$ cat config.mk
export PLATFORM = sky130hd
export DESIGN_NAME = bcd_result_port
export DESIGN_NICKNAME = d
export VERILOG_FILES = /design/src/include/bcd_out_pkg.sv /design/src/bcd_result_port.sv
export SDC_FILE = /design/constraint.sdc
export NUM_CORES = 1
export LEC_CHECK = 0
export ABC_AREA = 1
export BUFFER_PORTS_ARGS = -buffer_cell sky130_fd_sc_hd__buf_2
export CORE_ASPECT_RATIO = 1.4
export CORE_UTILIZATION = 55
export DETAILED_ROUTE_END_ITERATION = 10
export PLACE_DENSITY = 0.79
export SYNTH_ARGS = -nofsm -noshare
export SYNTH_HDL_FRONTEND = slang
export SYNTH_SLANG_ARGS = --single-unit
$ cat constraint.sdc
create_clock -name clk -period 4.33 [get_ports clk]
set_clock_uncertainty 0.2 [all_clocks]
set_input_delay 0.866 -clock clk [delete_from_list [all_inputs] [get_ports clk]]
set_output_delay 0.866 -clock clk [all_outputs]
set_load 0.03 [all_outputs]
$ cat src/include/bcd_out_pkg.sv
// constants and carriers for the bcd result output port
// assumes a single 50 MHz clock; all timing is counted in whole milliseconds
package bcd_out_pkg;
    // clock and millisecond timebase
    localparam int CLK_HZ = 50_000_000;
    localparam int MS_PER_S = 1000;
    localparam int MS_CYCLES = CLK_HZ / MS_PER_S;
    // output sequence times, in ms
    localparam int SETUP_MS = 30;
    localparam int VALID_MS = 40;
    localparam int RELEASE_MS = 16;
    localparam int PERIOD_MS = 64;
    localparam int GAP_MS = PERIOD_MS - VALID_MS;
    // least quiet time the reader leaves before a new request, in ms
    localparam int REQ_GAP_MS = 20;
    // width of the millisecond counter
    localparam int MS_W = 8;
    // number of bcd digits on the port
    localparam int DIGITS = 5;
    localparam int DATA_W = DIGITS * 4;

    // one open-collector line group: data strobe and bcd digits
    typedef struct packed {
        logic valid;
        logic [DATA_W-1:0] data;
    } bcd_lines_t;

    // all transistors off
    localparam bcd_lines_t LINES_OFF = '0;

    typedef enum logic [2:0] {
        ST_IDLE,
        ST_SETUP,
        ST_VALID,
        ST_GAP,
        ST_RELEASE
    } out_state_t;
endpackage

$ cat src/bcd_result_port.sv
// bcd result port: request driven, timed open-collector output of a measurement
// assumes request and hold arrive asynchronously from pins, result from local logic
//
// Contract
// - data lines idle unless reader requests
// - data and strobe on about 30 ms after request
// - strobe off after 40 ms, data stable
// - data lines off 16 ms after strobe
// - held request repeats fresh value every 64 ms
// - hold gives old or new, never off
// - outputs are open collector, wired-or capable
// - request and hold inputs are active low
`timescale 1ns/1ns
`default_nettype none
module bcd_result_port #(
    parameter int MS_CYCLES = bcd_out_pkg::MS_CYCLES
) (
    input wire logic clk,
    input wire logic rst,
    input wire logic request_n,
    input wire logic hold_n,
    input wire logic [bcd_out_pkg::DATA_W-1:0] meas_value,
    input wire bcd_out_pkg::bcd_lines_t lines_in,
    output var bcd_out_pkg::bcd_lines_t lines_out,
    output var bcd_out_pkg::bcd_lines_t lines_oe
);
    localparam int SETUP_CYC = bcd_out_pkg::SETUP_MS * MS_CYCLES;
    localparam int VALID_CYC = bcd_out_pkg::VALID_MS * MS_CYCLES;
    localparam int RELEASE_CYC = bcd_out_pkg::RELEASE_MS * MS_CYCLES;
    localparam int PERIOD_CYC = bcd_out_pkg::PERIOD_MS * MS_CYCLES;

    logic req_meta_ff, req_sync_ff, req_prev_ff;
    logic hold_meta_ff, hold_sync_ff;
    logic req_act, hold_act, req_rise;
    bcd_out_pkg::out_state_t state_ff, nxt_state;
    logic load;
    logic restart;
    logic [31:0] cyc_ff;
    logic [bcd_out_pkg::MS_W-1:0] ms_ff;
    logic [bcd_out_pkg::DATA_W-1:0] held_ff;
    bcd_out_pkg::bcd_lines_t oe_ff, out_ff;

    // true in the last cycle before the ms count reaches a target
    // leaving on that edge makes each phase exactly target ms long, not one cycle more
    function automatic logic ms_at(input logic [bcd_out_pkg::MS_W-1:0] ms,
        input logic [31:0] cyc, input int target);
        logic [31:0] last;
        last = 32'(target - 1);
        ms_at = (ms == last[bcd_out_pkg::MS_W-1:0]) && (cyc == 32'(MS_CYCLES - 1));
    endfunction

    // two-stage synchronisers for the pin inputs
    always_ff @(posedge clk or posedge rst) begin
        if (rst) begin
            req_meta_ff <= 1'b1;
            req_sync_ff <= 1'b1;
            req_prev_ff <= 1'b1;
            hold_meta_ff <= 1'b1;
            hold_sync_ff <= 1'b1;
        end else begin
            req_meta_ff <= request_n;
            req_sync_ff <= req_meta_ff;
            req_prev_ff <= req_sync_ff;
            hold_meta_ff <= hold_n;
            hold_sync_ff <= hold_meta_ff;
        end
    end

    // negative logic: a low pin means asserted
    assign req_act = ~req_sync_ff;
    assign hold_act = ~hold_sync_ff;
    assign req_rise = req_prev_ff & ~req_sync_ff;

    // sequencer next state
    always_comb begin
        nxt_state = state_ff;
        load = 1'b0;
        case (state_ff)
            bcd_out_pkg::ST_IDLE: begin
                if (req_rise) begin
                    nxt_state = bcd_out_pkg::ST_SETUP;
                end
            end
            bcd_out_pkg::ST_SETUP: begin
                if (ms_at(ms_ff, cyc_ff, bcd_out_pkg::SETUP_MS)) begin
                    nxt_state = bcd_out_pkg::ST_VALID;
                    load = 1'b1;
                end
            end
            bcd_out_pkg::ST_VALID: begin
                if (ms_at(ms_ff, cyc_ff, bcd_out_pkg::VALID_MS)) begin
                    nxt_state = req_act ? bcd_out_pkg::ST_GAP : bcd_out_pkg::ST_RELEASE;
                end
            end
            bcd_out_pkg::ST_GAP: begin
                if (ms_at(ms_ff, cyc_ff, bcd_out_pkg::GAP_MS)) begin
                    if (req_act) begin
                        nxt_state = bcd_out_pkg::ST_VALID;
                        load = 1'b1;
                    end else begin
                        nxt_state = bcd_out_pkg::ST_IDLE;
                    end
                end else if (!req_act && (ms_ff >= bcd_out_pkg::RELEASE_MS[bcd_out_pkg::MS_W-1:0]
                    || ms_at(ms_ff, cyc_ff, bcd_out_pkg::RELEASE_MS))) begin
                    nxt_state = bcd_out_pkg::ST_IDLE;
                end
            end
            bcd_out_pkg::ST_RELEASE: begin
                if (ms_at(ms_ff, cyc_ff, bcd_out_pkg::RELEASE_MS)) begin
                    nxt_state = bcd_out_pkg::ST_IDLE;
                end
            end
            default: begin
                nxt_state = bcd_out_pkg::ST_IDLE;
            end
        endcase
    end

    assign restart = (nxt_state != state_ff);

    // state register
    always_ff @(posedge clk or posedge rst) begin
        if (rst) begin
            state_ff <= bcd_out_pkg::ST_IDLE;
        end else begin
            state_ff <= nxt_state;
        end
    end

    // millisecond timebase, restarted on every state entry
    always_ff @(posedge clk or posedge rst) begin
        if (rst) begin
            cyc_ff <= 32'h0000_0000;
            ms_ff <= '0;
        end else if (restart) begin
            cyc_ff <= 32'h0000_0000;
            ms_ff <= '0;
        end else if (cyc_ff == 32'(MS_CYCLES - 1)) begin
            cyc_ff <= 32'h0000_0000;
            ms_ff <= ms_ff + 1'b1;
        end else begin
            cyc_ff <= cyc_ff + 32'h0000_0001;
        end
    end

    // hold freezes the value that the next load will present
    always_ff @(posedge clk or posedge rst) begin
        if (rst) begin
            held_ff <= '0;
        end else if (!hold_act) begin
            held_ff <= meas_value;
        end
    end

    // output enables: whole word swaps on load, never passes through off
    always_ff @(posedge clk or posedge rst) begin
        if (rst) begin
            oe_ff <= bcd_out_pkg::LINES_OFF;
        end else begin
            oe_ff.valid <= (nxt_state == bcd_out_pkg::ST_VALID);
            if (nxt_state == bcd_out_pkg::ST_IDLE) begin
                oe_ff.data <= '0;
            end else if (load) begin
                oe_ff.data <= held_ff;
            end
        end
    end

    // open collector: the pin is only ever pulled low
    always_ff @(posedge clk or posedge rst) begin
        if (rst) begin
            out_ff <= bcd_out_pkg::LINES_OFF;
        end else begin
            out_ff <= bcd_out_pkg::LINES_OFF;
        end
    end

    assign lines_out = out_ff;
    assign lines_oe = oe_ff;

    // helper counters for the checks
    logic [31:0] st_cyc_ff, valid_cyc_ff, low_cyc_ff, per_cyc_ff;
    logic valid_prev_ff;
    always_ff @(posedge clk or posedge rst) begin
        if (rst) begin
            valid_prev_ff <= 1'b0;
            st_cyc_ff <= 32'h0000_0000;
            valid_cyc_ff <= 32'h0000_0000;
            low_cyc_ff <= 32'h0000_0000;
            per_cyc_ff <= 32'h0000_0000;
        end else begin
            valid_prev_ff <= oe_ff.valid;
            st_cyc_ff <= restart ? 32'h0000_0000 : st_cyc_ff + 32'h0000_0001;
            valid_cyc_ff <= oe_ff.valid ? valid_cyc_ff + 32'h0000_0001 : 32'h0000_0000;
            low_cyc_ff <= oe_ff.valid ? 32'h0000_0000 : low_cyc_ff + 32'h0000_0001;
            per_cyc_ff <= (oe_ff.valid && !valid_prev_ff) ? 32'h0000_0001 : per_cyc_ff + 32'h0000_0001;
        end
    end
endmodule
`default_nettype wire

==> flow_metrics.py, run 1 <==
metrics = {
    "run_status": {
        "status": "complete, no violations",
    },
    "drt": {
        "vias_per_cell": 5.12,
        "drt-initial-drc-count": 185,
        "drc_errors": 0,
        "dr_total_vias": 3740,
        "post_drt_wl_per_cell_um": 13.4,
        "dr.pass1.iters": 4,
        "drt_wl_total_um": 9810,
        "antenna_left": 0,
    },
    "cells_and_area": {
        "nNetsFinal": 670,
        "multi_input_area_mm2": 0.00223,
        "drive_above_1_share": 0.230,
        "seq_area_mm2": 0.00223,
        "layout_commonest_cell": "nand2_1",
        "area_growth_pct": 10.4,
        "fill_cells": 724,
        "most-common-layout-cells": "nand2_1, nor2_1, dfrtp_1, inv_1, buf_2",
        "n_antenna_cell": 0,
        "stdcell_count": 731,
    },
    "global_routing": {
        "grt_pass1_vias": 3827,
        "antenna_found_initial": 0,
        "use_met2": 0.410,
        "overflow": 0,
        "grtUsageMet3": 0.0440,
        "globalRouteMet1Util": 0.272,
        "grt_pass1_wl_um": 16900,
        "grt_use_total": 0.238,
        "grt_max_degree": 47,
        "grt-busiest-layer": "met2",
    },
    "critical_path": {
        "critical_path_class": "register to register",
        "crit_slowest_cell": "nand2_1",
        "required_ns": 4.40,
        "startpoint_type": "register",
        "critPathMaxFanout": 22,
        "slowest_delay_ns": 0.76,
        "path_buf_inv": 1,
        "end_kind": "register",
        "cp_common_cell": "nand2_1",
        "cp_top_family": "simple AND/OR/NAND/NOR gates",
        "crit_chain": "ha_1 -> nand3_1 -> nor2_1 -> nand2_2 -> nor2_8 -> nand4_2 -> nand2_1 -> nand2_1 -> nand2_1 -> inv_1 -> nor2_2",
        "critical_path_arrival_ns": 3.25,
    },
    "yosys": {
        "ys_warn_count": 0,
        "yosysSeqAreaShare": 0.457,
        "synth_edf_count": 0,
        "syn_avg_cell_area_um2": 8.45,
        "synth_fa_ha_area_frac": 0.0102,
        "synth_compound_area_frac": 0.0126,
        "ys_ff_latch": 89,
        "synthCells": 578,
        "yosys.area_share.simple": 0.315,
        "synth.distinct_cells": 35,
        "ys.flop_type": "dfrtp_1",
        "synth_xor_xnor_area_share": 0.0574,
        "syn_area_mm2": 0.00488,
        "synth_top_family_by_area": "simple AND/OR/NAND/NOR gates",
        "ys_async_sr_fraction": 1.00,
        "yosys-mux-area-fraction": 0.0461,
    },
    "floorplan": {
        "dieWidth_um": 81.6,
        "dieArea_mm2": 0.00926,
        "initial_core_util": 0.567,
        "die_y_um": 113,
        "core_area_mm2": 0.00861,
        "row_count": 40,
        "ios": 87,
    },
    "job": {
        "maxCapViolCount": 0,
    },
    "sta": {
        "slew_headroom": 0.430,
        "finalCritPeriodShare": 0.734,
        "period_needed_ns": 3.18,
        "rsz0062_at_grt": "false",
        "worst_pin_slew_ns": 0.854,
        "fmax_mhz": 314,
        "hold_viol_final": 0,
        "tns_ns": 0,
        "drv_slew": 0,
        "setup_viol": 0,
    },
    "clock_tree": {
        "cts_setup_buffers": 0,
        "cts_htree_levels": 3,
        "clkSinkCount": 89,
        "clock_latency_ns": 0.34,
        "clk_pin_slew_ns": 0.06,
        "cts_made_buffers": 9,
        "cts_resized": 0,
        "cts_buffer_depth": 2,
        "cts_tree": "built",
        "cts_root_buffer": "clkbuf_16",
        "cts_hold_buf": 0,
    },
    "worst_hold_path": {
        "hp-class": "register to register",
    },
    "place": {
        "io_buffer_count": 44,
        "place.gp.congestion": 0.925,
        "dpl.hpwl_um": 7230,
        "dp.cells": 715,
    },
    "power": {
        "leakage_nw": 2.57,
        "max-vdd-ir-drop_mv": 0.299,
        "p_per_area_mw_per_mm2": 357,
    },
}
[flip-flops by register name, indices dropped and copies added, names as in the netlist]
register,cells
cyc_ff,32
held_ff,20
hold_meta_ff,1
hold_sync_ff,1
lines_oe,21
ms_ff,8
req_meta_ff,1
req_prev_ff,1
req_sync_ff,1
state_ff,3
[stage by stage]
stage               hold slack, ns  power, W  instance area [µm²]  worst slack [ns]  utilization
detailed placement           0.147   0.00116                 5090              1.17        0.591
global route                 0.158   0.00201                 5390             0.825        0.626
CTS                          0.156   0.00195                 5390              1.16        0.626
global placement             0.146   0.00115                 5090              1.26        0.591
finish                       0.156   0.00192                 5390              1.15        0.626
floorplan                    0.145   0.00113                 4960             0.965            -
[cell type report]
cell class | instances | share of cell area
clock inverters | 7 | 0.0144
inverters | 64 | 0.0448
multi-input cells | 409 | 0.414
clock buffers | 9 | 0.0418
flip-flops and latches | 89 | 0.414
well taps | 105 | 0.0244
repair buffers | 48 | 0.0464
[synth_stat cells (2+ instances only)]
| master | n | area share |
|---|---|---|
| a21oi_1 | 2 | 0.0020 |
| buf_4 | 27 | 0.042 |
| buf_6 | 2 | 0.0046 |
| clkbuf_1 | 7 | 0.0054 |
| dfrtp_1 | 84 | 0.43 |
| dfstp_2 | 5 | 0.027 |
| ha_1 | 4 | 0.010 |
| inv_1 | 58 | 0.045 |
| inv_2 | 6 | 0.0046 |
| mux2_2 | 20 | 0.046 |
| nand2_1 | 107 | 0.082 |
| nand2_2 | 8 | 0.010 |
| nand3_1 | 42 | 0.043 |
| nand3_2 | 2 | 0.0041 |
| nand4_1 | 15 | 0.019 |
| nor2_1 | 84 | 0.065 |
| nor2_2 | 27 | 0.035 |
| nor2_4 | 2 | 0.0046 |
| nor3_1 | 23 | 0.024 |
| nor3_4 | 2 | 0.0067 |
| nor4_1 | 3 | 0.0038 |
| o211ai_1 | 2 | 0.0031 |
| o21ai_0 | 2 | 0.0020 |
| o21ai_1 | 3 | 0.0031 |
| xnor2_1 | 6 | 0.011 |
| xor2_1 | 26 | 0.047 |
[logic make-up after synthesis]
logic type | after synthesis
AO/OA/AOI/OAI | 10
XOR/XNOR | 32
multiplexers | 20
flip-flops | 89
other | 1
AND/OR/NAND/NOR | 322
buffers and inverters | 100
adder cells (fa/ha/maj) | 4
[layer usage]
metal,share of wire,up-vias
met2,0.52,104
met4,0.042,0
met5,0,-
met1,0.40,1743
met3,0.037,30
li1,-,1863
[worst paths after layout]
kind	startpoint	slack, ns	cells after the start	endpoint
min in group asynchronous	rst	0.46	3	held_ff[0]$_DFFE_PP0P_
max in group asynchronous	rst	3.08	3	req_sync_ff$_DFF_PP1_
setup reg to reg	cyc_ff[0]$_DFF_PP0_	1.15	11	lines_oe[12]$_DFFE_PP0P_
hold reg to reg	req_meta_ff$_DFF_PP1_	0.16	0	req_sync_ff$_DFF_PP1_
hold / removal	req_meta_ff$_DFF_PP1_	0.16	0	req_sync_ff$_DFF_PP1_
setup / recovery	cyc_ff[0]$_DFF_PP0_	1.15	11	lines_oe[12]$_DFFE_PP0P_
[power breakdown]
part	internal, W	switching (W)
logic	0.0000729	0.000153
clock network	0.000452	0.000331
registers	0.000880	0.0000357
Power figures use the tool's default switching activity.
==> inputs of run 2 (changes only) <==
- ABC_AREA: 1 -> 0
- CORE_UTILIZATION: 55 -> 50
- PLACE_DENSITY: 0.79 -> 0.76
- clock period: 4.33 -> 2.6 ns (I/O delays scaled with it)
==> flow_metrics.py, run 2 <==
metrics = {
    "run_status": {
        "status": "finished, violations left",
        "failed_checks": "negative setup slack",
    },
    "power": {
        "power.share.sequential": 0.433,
        "netSwitchingFraction": 0.284,
        "total_power_w": 0.00358,
        "internal_power_w": 0.00257,
        "p_sw_w": 0.00102,
        "combPwrFrac": 0.220,
        "p_per_area_mw_per_mm2": 569,
        "max-vdd-ir-drop_mv": 0.415,
        "leakage_nw": 3.07,
        "clockPowerShare": 0.348,
    },
    "sta": {
        "fmax_mhz": 371,
        "finalCritPeriodShare": 1.04,
        "tns_ns": -1.01,
        "slew_headroom": 0.645,
        "worst_pin_slew_ns": 0.531,
        "period_needed_ns": 2.70,
        "setup_ws_ns": -0.0964,
        "drv_slew": 0,
        "setup_viol": 24,
        "rsz0062_at_grt": "true",
        "hold_viol_final": 0,
    },
    "yosys": {
        "synthCells": 461,
        "synth_edf_count": 0,
        "synth.largest_area_cell": "dfrtp_1",
        "syn_area_mm2": 0.00471,
        "synth.distinct_cells": 55,
        "synth_top_area_share": 0.447,
        "yosysSeqAreaShare": 0.474,
        "syn_avg_cell_area_um2": 10.2,
        "synth_common_cells": "dfrtp_1, nor2_1, nand2_1",
        "ys_ff_latch": 89,
        "ys_async_sr_fraction": 1.00,
        "ys.flop_type": "dfrtp_1",
        "post-synth-top-count-cell": "dfrtp_1",
        "ys_warn_count": 0,
        "synthTopCellsByArea": "dfrtp_1, mux2_2, mux2i_1, xor2_1, buf_4",
    },
    "drt": {
        "dr.pass1.iters": 5,
        "dr_total_vias": 3958,
        "post_drt_wl_per_cell_um": 17.8,
        "drt_wl_total_um": 12200,
        "drc_errors": 0,
        "vias_per_cell": 5.79,
        "antenna_left": 0,
        "drt-initial-drc-count": 254,
    },
    "cells_and_area": {
        "seq_area_mm2": 0.00224,
        "most-common-layout-cells": "dfrtp_1, buf_4, buf_2, nand2_1, nor2_1",
        "final_util": 0.694,
        "top_register": "cyc_ff",
        "drive_above_1_share": 0.393,
        "layout_commonest_cell": "dfrtp_1",
        "largest_register_ffs": 32,
        "fill_cells": 634,
        "nNetsFinal": 621,
        "n_antenna_cell": 0,
        "area_growth_pct": 33.9,
        "multi_input_area_mm2": 0.00254,
    },
    "clock_tree": {
        "cts_root_buffer": "clkbuf_16",
        "clk_pin_slew_ns": 0.06,
        "clock_latency_ns": 0.35,
        "cts_tree": "built",
        "cts_made_buffers": 9,
        "cts_htree_levels": 3,
        "clkSinkCount": 89,
        "cts_buffer_depth": 2,
    },
    "global_routing": {
        "grt_pass1_wl_um": 17800,
        "grt_use_total": 0.232,
        "overflow": 0,
        "grt_max_degree": 77,
        "grt_pass1_vias": 3840,
        "antenna_found_initial": 0,
    },
    "critical_path": {
        "required_ns": 2.65,
        "r2r_end": "cyc_ff[15]$_DFF_PP0_",
        "critPathMaxFanout": 5,
        "r2r_cells": 10,
        "end_kind": "register",
        "regToRegStartpoint": "cyc_ff[1]$_DFF_PP0_",
        "critical_path_class": "register to register",
        "critical_path_arrival_ns": 2.74,
        "reg2reg_slack_ns": -0.1,
        "startpoint_type": "register",
    },
    "worst_hold_path": {
        "hp-start": "request_n",
        "whs_endpoint": "req_meta_ff$_DFF_PP1_",
        "whs_path_depth": 1,
        "hp-class": "input port to register",
    },
    "floorplan": {
        "initial_core_util": 0.518,
        "ios": 87,
        "dieArea_mm2": 0.00981,
        "row_count": 41,
        "die_y_um": 117,
        "core_area_mm2": 0.00908,
        "dieWidth_um": 84,
    },
    "place": {
        "dp_slack_ns": -0.271,
        "dpl.hpwl_um": 7120,
        "place.gp.congestion": 0.898,
        "io_buffer_count": 44,
    },
    "job": {
        "maxCapViolCount": 0,
    },
}
## run 2: cell count changes after synthesis, moves of 22 or more
cell,previous run,this run
a31oi_1,0,22
inv_1,58,14
nand2_1,107,33
nand3_1,42,18
nor2_1,84,44
nor2_2,27,0
## run 2: final cells by class
cell class | instances | share of cell area
Clock buffer | 10 | 0.0379
Clock inverter | 6 | 0.00794
Inverter | 14 | 0.00894
Multi-Input combinational cell | 328 | 0.403
Sequential cell | 89 | 0.355
Tap cell | 107 | 0.0212
Timing Repair Buffer | 130 | 0.166
## run 2: worst max-delay path by stage
stage | start | endpoint | slack (ns) | cells after the start
2_1_floorplan | cyc_ff[0]$_DFF_PP0_ | lines_oe[9]$_DFFE_PP0P_ | 0.09 | 8
6_report | cyc_ff[1]$_DFF_PP0_ | cyc_ff[15]$_DFF_PP0_ | -0.1 | 10
3_3_place_gp | ms_ff[0]$_DFFE_PP0P_ | cyc_ff[18]$_DFF_PP0_ | -0.21 | 8
4_1_cts | cyc_ff[19]$_DFF_PP0_ | cyc_ff[30]$_DFF_PP0_ | -0.001 | 8
3_5_place_dp | ms_ff[0]$_DFFE_PP0P_ | cyc_ff[30]$_DFF_PP0_ | -0.27 | 8
5_1_grt | cyc_ff[1]$_DFF_PP0_ | cyc_ff[3]$_DFF_PP0_ | -0.14 | 10
## run 2: logic make-up (layout without fill, tap and decap cells)
group           count (synthesis)  in the layout  share of synthesized area
xor+xnor                       37             37                     0.0688
mux                            41             41                     0.0925
compound gates                 42             43                     0.0609
flops                          89             89                      0.474
simple gates                  182            182                      0.216
buf+inv                        65            160                     0.0758
other cells                     1             21                   0.000797
fa+ha+maj                       4              4                     0.0106
## run 2: layer usage
metal	wire, µm	GRT usage	up-vias
li1	-	-	1798
met1	4620	0.266	1948
met2	6410	0.422	165
met3	609	0.0288	47
met4	517	0.134	0
met5	0	0	-
## run 2: worst max-delay path, stage by stage, from the launching register on
cell and delay [ns]:
dfrtp_1 0.37, ha_2 0.20, and3_4 0.21, buf_6 0.10, nand4_1 0.18, or4b_4 0.59
o211ai_4 0.11, a21oi_4 0.08, buf_12 0.15, clkbuf_16 0.16, nor4b_4 0.26
## run 2: through the flow
step | cell area, µm² | instances | hold slack, ns
global route | 6300 | 684 | 0.0648
finish | 6300 | 684 | 0.0716
global placement | 5350 | 641 | 0.146
CTS | 5760 | 662 | 0.0605
floorplan | 4790 | 481 | 0.145
detailed placement | 5350 | 641 | 0.147
## run 2: power by group through the flow
stage / logic [W] / clock network [W] / registers, W
floorplan: 0.000360 / 0 / 0.00157
global placement: 0.000529 / 0 / 0.00156
detailed placement: 0.000549 / 0 / 0.00157
CTS: 0.000591 / 0.00126 / 0.00155
global route: 0.000845 / 0.00131 / 0.00156
finish: 0.000787 / 0.00125 / 0.00155
## run 2: what timing repair did
item | CTS | global route
buffers inserted | 3 | 21
setup endpoints to repair | 45 | 63
resized for setup | 12 | 62
hold buffers | 1 | 0
hold endpoints to repair | 12 | 0
gates cloned | 1 | 3
pin swaps | 3 | 32
==> inputs of run 3 (changes only) <==
- PLACE_DENSITY: 0.76 -> default
- PLACE_DENSITY_LB_ADDON: default -> 0.2
==> flow_metrics.py, run 3 (same netlist as run 2, synthesis figures left out) <==
metrics = {
    "sta": {
        "worst_pin_slew_ns": 0.526,
        "rsz0062_at_grt": "true",
        "period_needed_ns": 2.61,
        "setup_viol": 1,
        "tns_ns": -0.00970,
        "finalCritPeriodShare": 1.00,
        "slew_headroom": 0.646,
        "setup_ws_ns": -0.00970,
        "fmax_mhz": 383,
        "drv_slew": 0,
        "whs_ns": 0.0738,
        "hold_viol_final": 0,
    },
    "clock_tree": {
        "cts_root_buffer": "clkbuf_16",
        "clock_latency_ns": 0.34,
        "clk_pin_slew_ns": 0.06,
        "cts_tree": "built",
        "cts_htree_levels": 3,
        "cts_buffer_depth": 2,
        "cts_hold_buf": 0,
        "clkSinkCount": 89,
        "cts_made_buffers": 9,
    },
    "drt": {
        "drc_errors": 0,
        "drt_wl_total_um": 11600,
        "post_drt_wl_per_cell_um": 17.2,
        "dr_total_vias": 3852,
        "dr.pass1.iters": 5,
        "vias_per_cell": 5.71,
        "antenna_left": 0,
        "drt-initial-drc-count": 269,
    },
    "critical_path": {
        "critical_path_class": "register to register",
        "critical_path_arrival_ns": 2.66,
        "end_kind": "register",
        "critPathMaxFanout": 10,
        "startpoint_type": "register",
        "required_ns": 2.65,
    },
    "power": {
        "power.share.sequential": 0.440,
        "clockPowerShare": 0.367,
        "netSwitchingFraction": 0.275,
        "p_per_area_mw_per_mm2": 580,
        "max-vdd-ir-drop_mv": 0.405,
        "internal_power_w": 0.00258,
        "combPwrFrac": 0.193,
        "leakage_nw": 3.04,
        "p_sw_w": 0.000978,
    },
    "cells_and_area": {
        "largest_register_ffs": 32,
        "fill_cells": 673,
        "nNetsFinal": 612,
        "most-common-layout-cells": "dfrtp_1, buf_4, buf_2, nor2_1, nand2_1",
        "top_register": "cyc_ff",
        "drive_above_1_share": 0.347,
        "layout_commonest_cell": "dfrtp_1",
        "area_growth_pct": 30.3,
        "n_antenna_cell": 0,
        "stdcell_count": 675,
    },
    "global_routing": {
        "overflow": 0,
        "grt_use_total": 0.230,
        "antenna_found_initial": 0,
        "grt_pass1_wl_um": 17500,
        "grt_max_degree": 90,
        "grt_pass1_vias": 3677,
    },
    "job": {
        "maxCapViolCount": 0,
    },
    "place": {
        "place.gp.congestion": 0.847,
        "io_buffer_count": 44,
        "dp.cells": 636,
        "dpl.hpwl_um": 6930,
    },
    "run_status": {
        "failed_checks": "negative setup slack",
        "status": "finished, violations left",
    },
    "floorplan": {
        "dieWidth_um": 84,
        "initial_core_util": 0.518,
        "die_y_um": 117,
        "row_count": 41,
        "ios": 87,
        "dieArea_mm2": 0.00981,
        "core_area_mm2": 0.00908,
    },
    "worst_hold_path": {
        "hp-class": "input port to register",
    },
}
==> run 3: cell types whose count changed in the layout (fill, tap and decap cells not counted), sizes merged <==
cell | previous run | this run
bufinv | 0 | 1
buf | 127 | 117
a211oi | 2 | 1
inv | 16 | 14
clkinv | 2 | 3
clkbuf | 12 | 15
dlygate4sd3 | 1 | 0
==> run 3: metrics by stage <==
step	instance area, µm²	utilization	worst slack [ns]	power [W]
after detailed placement	5340	0.588	-0.325	0.00210
after floorplan	4790	-	0.0897	0.00193
after CTS	5760	0.634	0.00852	0.00343
after global placement	5340	0.588	-0.251	0.00208
after global routing	6130	0.676	-0.0680	0.00370
final	6130	0.676	-0.00970	0.00356
==> run 3: timing repair <==
action,in CTS,in global routing
resized for setup,10,25
gates cloned,1,6
setup buffers,4,13
pin swaps,1,13
endpoints found under the setup margin,64,64
==> run 3: layer usage <==
layer / global-route usage / wire length, µm / vias to the layer above
li1: - / - / 1782
met3: 0.0400 / 403 / 32
met2: 0.403 / 6210 / 98
met4: 0.124 / 412 / 0
met5: 0 / 0 / -
met1: 0.272 / 4600 / 1940
==> run 3: critical path, stage by stage, from the launching register on <==
cell,delay [ns]
dfrtp_1,0.41
nor4_1,0.31
nand4_1,0.27
or4b_4,0.60
o211ai_4,0.10
a21oi_4,0.08
buf_12,0.16
clkbuf_16,0.17
nor4b_2,0.23
==> run 3: final cells by class <==
| type | instances | area (µm²) | share of cell area |
|---|---|---|---|
| multi-input combinational | 327 | 2390 | 0.389 |
| clock inverter | 6 | 68.8 | 0.0112 |
| sequential | 89 | 2230 | 0.364 |
| tap | 107 | 134 | 0.0218 |
| timing repair buffer | 122 | 1020 | 0.167 |
| inverter | 14 | 56.3 | 0.00918 |
| clock buffer | 10 | 229 | 0.0373 |
==> run 3: path summary, 6_finish.rpt <==
check	start	slack, ns	depth (start not counted)	end
worst min-delay path	hold_n	0.07	1	hold_meta_ff$_DFF_PP1_
worst max-delay path	cyc_ff[16]$_DFF_PP0_	-0.01	8	cyc_ff[15]$_DFF_PP0_
min in group asynchronous	rst	0.10	3	cyc_ff[1]$_DFF_PP0_
max in group asynchronous	rst	1.70	3	hold_sync_ff$_DFF_PP1_
worst max register to register	cyc_ff[16]$_DFF_PP0_	-0.01	8	cyc_ff[15]$_DFF_PP0_
worst min register to register	req_meta_ff$_DFF_PP1_	0.16	0	req_sync_ff$_DFF_PP1_
==> run 3: power groups by stage <==
stage               logic [W]  clock network, W  registers, W
detailed placement   0.000519                 0       0.00158
global route         0.000744           0.00138       0.00158
global placement     0.000509                 0       0.00158
finish               0.000687           0.00131       0.00157
CTS                  0.000545           0.00133       0.00156
floorplan            0.000360                 0       0.00157
